`config.mk`:
```
export PLATFORM = sky130hd
export DESIGN_NAME = ccl_top
export DESIGN_NICKNAME = d
export VERILOG_FILES = /design/src/ccl_pkg.sv /design/src/ccl_chan.sv /design/src/ccl_top.sv
export SDC_FILE = /design/constraint.sdc
export NUM_CORES = 1
export LEC_CHECK = 0
export BUFFER_PORTS_ARGS = -buffer_cell sky130_fd_sc_hd__clkbuf_2
export CAP_MARGIN = 25
export CORE_ASPECT_RATIO = 1.5
export CORE_MARGIN = 2
export CORE_UTILIZATION = 50
export DETAILED_ROUTE_END_ITERATION = 10
export HOLD_SLACK_MARGIN = 0.12
export MAX_ROUTING_LAYER = met4
export PLACE_DENSITY_LB_ADDON = 0.12
export RECOVER_POWER = 25
export SETUP_SLACK_MARGIN = 0.1
export SYNTH_ARGS = -nofsm -noshare
export SYNTH_HDL_FRONTEND = slang
export SYNTH_SLANG_ARGS = --single-unit
```
`constraint.sdc`:
```
create_clock -name clk_i -period 4.2 [get_ports clk_i]
set_input_delay 0.84 -clock clk_i [delete_from_list [all_inputs] [get_ports clk_i]]
set_output_delay 0.84 -clock clk_i [all_outputs]
set_load 0.1 [all_outputs]
```
`src/ccl_pkg.sv`:
```
// package: register map, field layout and shared types for the comparator control logic
package ccl_pkg;
  // ****************************************************************
  // counts and widths
  // ****************************************************************
  localparam int NUM_CMP = 3;
  localparam int ADR_W = 4;
  // ****************************************************************
  // register byte offsets (word aligned)
  // ****************************************************************
  localparam logic [3:0] OFF_CTRL1 = 4'h0;
  localparam logic [3:0] OFF_CTRL2 = 4'h4;
  localparam logic [3:0] OFF_CTRL3 = 4'h8;
  localparam logic [3:0] OFF_RESULTS = 4'hc;
  localparam logic [3:0] OFF_EVT_FLAG = 4'h0;
  localparam logic [3:0] OFF_EVT_MASK = 4'h4;
  localparam logic [4:0] OFF_HI_FLAG = 5'h10;
  localparam logic [4:0] OFF_HI_MASK = 5'h14;
  // ****************************************************************
  // control field positions
  // ****************************************************************
  localparam int BIT_ENABLE = 7;
  localparam int BIT_PIN_EN = 6;
  localparam int BIT_INVERT = 5;
  localparam int BIT_EDGE_HI = 4;
  localparam int BIT_EDGE_LO = 3;
  localparam int BIT_PLUS_REF = 2;
  localparam int BIT_MINUS_HI = 1;
  localparam int BIT_MINUS_LO = 0;
  localparam int BIT_RESULT_BASE = 5;
  localparam logic [7:0] CTRL_RESET = 8'h00;
  localparam logic [2:0] FLAG_RESET = 3'h0;
  // ****************************************************************
  // encodings
  // ****************************************************************
  localparam logic [1:0] EDGE_OFF = 2'h0;
  localparam logic [1:0] EDGE_RISE = 2'h1;
  localparam logic [1:0] EDGE_FALL = 2'h2;
  localparam logic [1:0] EDGE_ANY = 2'h3;
  localparam logic [1:0] MINUS_PIN_B = 2'h0;
  localparam logic [1:0] MINUS_PIN_C = 2'h1;
  localparam logic [1:0] MINUS_SHARED = 2'h2;
  localparam logic [1:0] MINUS_BANDGAP = 2'h3;
  // ****************************************************************
  // types
  // ****************************************************************
  typedef struct packed {
    logic comparator_enable;
    logic output_pin_enable;
    logic output_invert;
    logic [1:0] event_edge_select;
    logic plus_input_ref_select;
    logic [1:0] minus_input_select;
  } ccl_ctrl_t;
  // analog select per comparator, toward the analog core
  typedef struct packed {
    logic enable;
    logic plus_ref;
    logic [1:0] minus_sel;
  } ccl_ana_t;
  typedef enum logic [1:0] {
    CCL_IDLE = 2'b01,
    CCL_ACK = 2'b10
  } ccl_bus_state_t;
endpackage : ccl_pkg

```
`src/ccl_chan.sv`:
```
// one comparator channel: sync, polarity, edge detect and event flag
`timescale 1ns/1ps
module ccl_chan (
  // clock and reset
  input wire logic clk_i,
  input wire logic rst_i,
  // configuration
  input wire ccl_pkg::ccl_ctrl_t ctrl_i,
  input wire logic cfg_any_i,
  // raw analog result and flag control
  input wire logic raw_i,
  input wire logic clr_i,
  input wire logic set_i,
  // results
  output logic result_o,
  output logic flag_o
);
  logic sync_a;
  logic sync_b;
  logic prev;
  logic adj;
  logic rise;
  logic fall;
  logic hit;

  // two-stage synchroniser on the asynchronous comparator output
  always_ff @(posedge clk_i) begin
    if (rst_i) begin
      sync_a <= 1'b0;
      sync_b <= 1'b0;
    end else begin
      sync_a <= raw_i;
      sync_b <= sync_a;
    end
  end

  // polarity after sync; a disabled comparator reads low before inversion
  assign adj = (sync_b & ctrl_i.comparator_enable) ^ ctrl_i.output_invert;

  always_ff @(posedge clk_i) begin
    if (rst_i) begin
      prev <= 1'b0;
    end else begin
      prev <= adj;
    end
  end

  assign rise = adj & ~prev;
  assign fall = ~adj & prev;

  // edge matching per selected code
  always_comb begin
    case (ctrl_i.event_edge_select)
      ccl_pkg::EDGE_RISE: hit = rise;
      ccl_pkg::EDGE_FALL: hit = fall;
      ccl_pkg::EDGE_ANY: hit = rise | fall;
      default: hit = 1'b0;
    endcase
  end

  // sticky flag: any set beats a clear in the same cycle
  always_ff @(posedge clk_i) begin
    if (rst_i) begin
      flag_o <= 1'b0;
    end else if (hit || set_i || cfg_any_i) begin
      flag_o <= 1'b1;
    end else if (clr_i) begin
      flag_o <= 1'b0;
    end
  end

  assign result_o = adj;
endmodule : ccl_chan

```
`src/ccl_top.sv`:
```
// comparator control logic: wishbone registers, input selects, pins, events
`timescale 1ns/1ps
module ccl_top #(
  parameter bit SMALL_PKG = 1'b0
) (
  // clock and reset
  input wire logic clk_i,
  input wire logic rst_i,
  // wishbone slave
  input wire logic cyc_i,
  input wire logic stb_i,
  input wire logic we_i,
  input wire logic [4:0] adr_i,
  input wire logic [3:0] sel_i,
  input wire logic [31:0] dat_i,
  output logic [31:0] dat_o,
  output logic ack_o,
  // analog cores
  input wire logic [2:0] raw_result_i,
  output ccl_pkg::ccl_ana_t [2:0] ana_sel_o,
  output logic [2:0] minus_shared_d_o,
  // output pins: port direction bits come in, low output enable drives
  input wire logic [2:0] pin_dir_out_i,
  input wire logic [2:0] port_data_i,
  output logic [2:0] pin_o,
  output logic [2:0] pin_oe_n_o,
  // interrupt
  output logic irq_o
);
  // ****************************************************************
  // register state
  // ****************************************************************
  ccl_pkg::ccl_ctrl_t ctrl [3];
  logic [2:0] mask;
  logic [2:0] result;
  logic [2:0] flag;
  logic [2:0] cfg_any;
  logic [2:0] flag_sim;
  logic [2:0] flag_clr;
  ccl_pkg::ccl_bus_state_t state;
  logic req;
  logic wr;
  logic [7:0] wbyte;

  assign req = cyc_i & stb_i & (state == ccl_pkg::CCL_IDLE);
  assign wr = req & we_i & sel_i[0];
  assign wbyte = dat_i[7:0];

  // ****************************************************************
  // bus handshake: ack one cycle after a request, dropped the next
  // ****************************************************************
  always_ff @(posedge clk_i) begin
    if (rst_i) begin
      state <= ccl_pkg::CCL_IDLE;
    end else begin
      case (state)
        ccl_pkg::CCL_IDLE: if (cyc_i && stb_i) state <= ccl_pkg::CCL_ACK;
        ccl_pkg::CCL_ACK: state <= ccl_pkg::CCL_IDLE;
        default: state <= ccl_pkg::CCL_IDLE;
      endcase
    end
  end
  assign ack_o = (state == ccl_pkg::CCL_ACK);

  // ****************************************************************
  // control registers, one per channel
  // ****************************************************************
  genvar g;
  generate
    for (g = 0; g < ccl_pkg::NUM_CMP; g++) begin : g_chan
      localparam logic [4:0] OFF = {1'b0, 4'(g * 4)};
      logic hit_ctrl;
      assign hit_ctrl = wr && adr_i == OFF;
      // independent per-channel register
      always_ff @(posedge clk_i) begin
        if (rst_i) begin
          ctrl[g] <= ccl_pkg::CTRL_RESET;
          cfg_any[g] <= 1'b0;
        end else begin
          cfg_any[g] <= 1'b0;
          if (hit_ctrl) begin
            ctrl[g] <= wbyte;
            cfg_any[g] <= (wbyte[ccl_pkg::BIT_EDGE_HI:ccl_pkg::BIT_EDGE_LO] == ccl_pkg::EDGE_ANY);
          end
        end
      end
      assign flag_clr[g] = wr && adr_i == ccl_pkg::OFF_HI_FLAG && wbyte[g];
      ccl_chan u_chan (
        .clk_i(clk_i),
        .rst_i(rst_i),
        .ctrl_i(ctrl[g]),
        .cfg_any_i(cfg_any[g]),
        .raw_i(raw_result_i[g]),
        .clr_i(flag_clr[g]),
        .set_i(flag_sim[g]),
        .result_o(result[g]),
        .flag_o(flag[g])
      );
      // analog selects; small package forbids codes that need missing pins
      always_comb begin
        ana_sel_o[g].enable = ctrl[g].comparator_enable;
        ana_sel_o[g].plus_ref = ctrl[g].plus_input_ref_select;
        ana_sel_o[g].minus_sel = ctrl[g].minus_input_select;
        if (SMALL_PKG && g != 2 && ctrl[g].minus_input_select == ccl_pkg::MINUS_PIN_C) begin
          ana_sel_o[g].enable = 1'b0;
        end
        if (SMALL_PKG && g == 1 && ctrl[g].minus_input_select == ccl_pkg::MINUS_SHARED) begin
          ana_sel_o[g].enable = 1'b0;
        end
      end
      // shared code: channel two uses pin d, others shared pin b
      assign minus_shared_d_o[g] = (g == 1) && ctrl[g].minus_input_select == ccl_pkg::MINUS_SHARED;
      // pin mux: direction bit still decides the driver
      always_ff @(posedge clk_i) begin
        if (rst_i) begin
          pin_o[g] <= 1'b0;
        end else begin
          pin_o[g] <= ctrl[g].output_pin_enable ? result[g] : port_data_i[g];
        end
      end
      assign pin_oe_n_o[g] = ~pin_dir_out_i[g];
    end
  endgenerate

  // ****************************************************************
  // software set of flags: write one to the set register
  // ****************************************************************
  assign flag_sim = (wr && adr_i == ccl_pkg::OFF_HI_MASK + 5'h4) ? wbyte[2:0] : 3'h0;

  // ****************************************************************
  // interrupt mask
  // ****************************************************************
  always_ff @(posedge clk_i) begin
    if (rst_i) begin
      mask <= ccl_pkg::FLAG_RESET;
    end else if (wr && adr_i == ccl_pkg::OFF_HI_MASK) begin
      mask <= wbyte[2:0];
    end
  end
  assign irq_o = |(flag & mask);

  // ****************************************************************
  // read data, registered with the ack
  // ****************************************************************
  always_ff @(posedge clk_i) begin
    if (rst_i) begin
      dat_o <= 32'h0;
    end else if (req) begin
      case (adr_i)
        {1'b0, ccl_pkg::OFF_CTRL1}: dat_o <= {24'h0, ctrl[0]};
        {1'b0, ccl_pkg::OFF_CTRL2}: dat_o <= {24'h0, ctrl[1]};
        {1'b0, ccl_pkg::OFF_CTRL3}: dat_o <= {24'h0, ctrl[2]};
        {1'b0, ccl_pkg::OFF_RESULTS}: dat_o <= {24'h0, result, 5'h00};
        ccl_pkg::OFF_HI_FLAG: dat_o <= {29'h0, flag};
        ccl_pkg::OFF_HI_MASK: dat_o <= {29'h0, mask};
        default: dat_o <= 32'h0;
      endcase
    end
  end
endmodule : ccl_top

```
# Word-level counts from Yosys, hierarchy flattened
# Memory sizes are Yosys's and may differ from the RTL's.
# Cells that the tools add are included.
[totals]
register_bits = 55
mem_bits_rw = 24
in_bits = 55
out_inout_bits = 55
word_cells = 130
mem_count = 1
[classes]
eq_ne = 19
mux = 28
bitwise = 36
reduce_logical = 25
[memory_table]
columns = ["memory", "depth", "word_bits", "read_ports", "rd_clocked_by_memory_dff", "write_ports", "line_no", "rtl"]
rows = [
  ["ctrl", 3, 8, 3, 0, 3, "ccl_top.sv:33", "ccl_pkg::ccl_ctrl_t ctrl [3];"],
]
[ops]
columns = ["op", "count"]
rows = [
  ["8-bit case mux with 6 select lines", 1],
  ["8-bit two-way mux", 3],
  ["1-bit two-way mux", 20],
  ["2-bit == test (second input constant)", 9],
  ["5-bit == test (second input constant)", 3],
  ["1-bit AND", 13],
  ["1-bit inverter", 13],
  ["5-bit by 4-bit == test with 1-bit output (second input constant)", 2],
  ["1-bit logical AND", 10],
  ["1-bit case mux with 3 select lines", 3],
  ["2-bit by 1-bit == test with 1-bit output (second input constant)", 4],
  ["2-bit OR reduction", 4],
  ["1-bit logical OR", 6],
  ["1-bit OR", 6],
  ["2-bit nonzero test", 3],
  ["5-bit by 3-bit == test with 1-bit output (second input constant)", 1],
  ["5-bit logical NOT", 1],
  ["3-bit AND", 1],
  ["3-bit two-way mux", 1],
  ["3-bit OR reduction", 1],
  ["1-bit XOR", 3],
]

# Longest topological paths before layout
# An unclocked memory read counts as a cell.
[logic_depth]
ltp_word = 10
mapped_depth = 8
mapped_depth_nobuf = 8

# Hierarchy
# From an unflattened synthesis, not the netlist that was laid out.
[unflattened]
hier_cells = 277
hier_area_um2 = 2885.3
[by_module_without_submodules]
columns = ["mod", "n_inst", "cells_each", "area_per_inst_um2", "seq_area_each_um2"]
rows = [
  ["ccl_top", 1, 214, 2307.2, 1101.1],
  ["ccl_chan", 3, 21, 192.7, 80.1],
]

# Worst setup path before layout
# No wires, ideal clock.
[synth_path]
path_kind = "input-to-reg"
start = "input port adr_i[4]"
end = "memory ctrl[0][0] (netlist bit), enable pin"
setup_ns = 0.384
t_arrival_ns = 2.282
required_ns = 3.816
path_slack_ns = 1.534
path_stages = 4
n_path_buf = 1
cell_sequence = "buf_2 > nor4_1 > nand3_1 > o21ai_0"
[synth_lines]
columns = ["item", "line_no", "rtl"]
rows = [
  ["start, declared", "ccl_top.sv:13", "input wire logic [4:0] adr_i,"],
  ["end, declared", "ccl_top.sv:33", ""],
]

==> run_results.csv <==
group,metric,value,unit
synth,yosys.area.top_type,"edfxtp_1",
placement,dp_hpwl,4.21,mm
hold_path,hold_path_class,"register to register",
cts,cts.clk_slew.worst_paths,0.10,ns
cells_and_area,diodes,0,
routing,vias,1983,
cells_and_area,drive_gt1_share,19.0,%
cells_and_area,syn_to_final_growth,8.19,%
synth,synth-edff-count,24,
synth,syn_area_per_cell,10.1,sq um
grt,overflow,0,
routing,via_per_inst,5.07,
synth,syn_area,2780,sq um
synth,synth-seq-cells,55,
setup_path,worstSetupStartpointType,"input pin",
power_and_ir_drop,peakVddDrop,0.247,mV
routing,drc,0,
floorplan,die_area,6190,sq um
power_and_ir_drop,powerDensity,370,nW/um^2
floorplan,start_util,51.4,%
floorplan,rows,33,
grt,grt_pass1_vias,1861,
cts,ctsHoldBuffers,0,
placement,place_ws,1.61,ns
sta,finalCriticalPeriod,2.51,ns
cts,cts_resized,0,
placement,portBuffers,56,
synth,ys_types,43,
sta,min_period_over_period,59.7,%
floorplan,die_h,95.3,um
sta,fin_tns_setup,0,ns
cts,clock_sinks,55,
sta,slew-limit-headroom,12.5,%
sta,rsz0062_at_grt,"no",
setup_path,end_kind,"register",
sta,hold_slack,0.449,ns
floorplan,core,5410,sq um
setup_path,critPathRequiredTime,4.38,ns
grt,grt_first_pass_wirelength,8.84,mm
grt,antenna_found_initial,0,
grt,grt_usage,19.7,%
sta,worst_pin_slew,1.31,ns
cells_and_area,final_common_cell,"clkbuf_2",
setup_path,setup.worst_path.class,"input pin to register",
routing,drt-total-wl,5.47,mm
routing,ant_nets,0,
cts,numCtsBuffers,5,
floorplan,die-width,64.9,um
setup_path,worstPathArrival,2.69,ns
grt,grt_start_max_net_pins,27,
cts,clockBufferDepth,2,
power_and_ir_drop,report.power.total,1110,uW
routing,dr.pass1.iters,4,
synth,syn_inst,276,
sta,clock_skew,0.00939,ns
sta,final_hold_viol_count,0,
cells_and_area,layout.nets,378,
outcome,outcome,"completed",
routing,wire_per_inst,14.0,um
cts,clockRootBuffer,"clkbuf_8",
sta,slew_viol_final,0,
sta,layout_setup_ws,1.69,ns
synth,synth_top_cell_area_share,25.9,%
synth,synth.area.top_cells,"edfxtp_1 (26%), dfxtp_1 (22%), buf_4 (10%), and2_1 (5.4%), mux2i_1 (3.2%)",
sta,fmax,399,MHz
synth,async_flop_share,0,%
floorplan,num_io_pins,110,
cts,cts_tree,"yes",
sta,setup_viol,0,
cts,clkLatencyLatePin,0.31,ns
synth,synth_warnings,0,
cts,cts_htree_levels,2,
placement,gp_congestion,0.754,
cts,post_cts_buffers,0,
power_and_ir_drop,p_leak,0.00132,uW
synth,synth-seq-area-share,48.2,%
job,maxCapViolations,0,
synth,synth_ff_type,"dfxtp_1",
cells_and_area,mostFrequentLayoutCells,"clkbuf_2 (44), dfxtp_1 (31), conb_1 (26)",
setup_path,worstPathMaxFanout,20,
routing,drtIter0Drc,78,
-- state kept, by name, summed over array words and instances, names as in the netlist --
register / count
pin_o: 3
mask: 3
g_chan.u_chan.sync_b: 3
g_chan.u_chan.prev: 3
state: 2
g_chan.u_chan.flag_o: 3
dat_o: 8
cfg_any: 3
g_chan.u_chan.sync_a: 3
ctrl: 24
-- layout make-up --
cell class                 count  area (sq um)
clock inverter                 1          6.26
clock buffer                   7          76.3
fill                         540          2400
inverter                      17          63.8
timing repair buffer          59           288
multi-input combinational    182          1150
sequential                    55          1340
tap                           70          87.6
-- layer usage --
layer  vias to the layer above  track usage [%]  share of wire [%]
met5                         -                -                  0
met4                         0             9.57                2.2
met3                        11             3.42                4.6
met2                        60             33.5                 53
met1                       930             22.4                 40
li1                        982                -                  -
-- synthesized netlist by cell type, types with 4 or more instances --
cell      count
buf_4        38
dfxtp_1      31
and2_1       24
edfxtp_1     24
nor2_1       18
inv_1        17
nand2_1      13
nor2b_1      12
mux2i_1       9
o21ai_0       7
nand2b_1      6
nand3_1       6
a21boi_0      5
buf_2         4
clkbuf_1      4
nor4_1        4
-- stage by stage --
stage	instance area [sq um]	util [%]	instances
after detailed placement	2940	54.4	383
after CTS	3020	55.9	391
after global routing	3010	55.6	391
after global placement	2940	54.4	383
final	3010	55.6	391
after floorplan	2880	-	301
-- power by group --
part,internal [uW],switching (uW),total [uW]
combinational,36.1,210,246
clock,119,167,286
sequential,573,9.10,582
total,728,386,1110
-- path summary, 6_finish.rpt --
check	startpoint	endpoint	slack, ns	cells past startpoint
setup / recovery	adr_i[2]	ctrl[1][3]	1.69	4
setup reg to reg	ctrl[0][7]	g_chan[0].u_chan.flag_o	2.10	7
hold / removal	g_chan[0].u_chan.sync_a	g_chan[0].u_chan.sync_b	0.45	1
hold reg to reg	g_chan[0].u_chan.sync_a	g_chan[0].u_chan.sync_b	0.45	1
-- critical path: stages --
cell,delay [ns]
clkbuf_1,0.66
nand2b_1,0.31
nor4_2,0.66
and2_1,0.22
-- logic make-up (layout without fill, tap and decap cells) --
family	count (synthesis)	in the layout	share of synthesized area (%)
muxes	11	11	4.05
AOI/OAI and AO/OA	39	39	10.0
other	1	26	0.135
DFF	55	55	48.2
buffers and inverters	64	84	13.9
and+or+nand+nor	103	103	22.3
adders and majority gates	3	3	1.35
(Power assumes the default switching activity.)
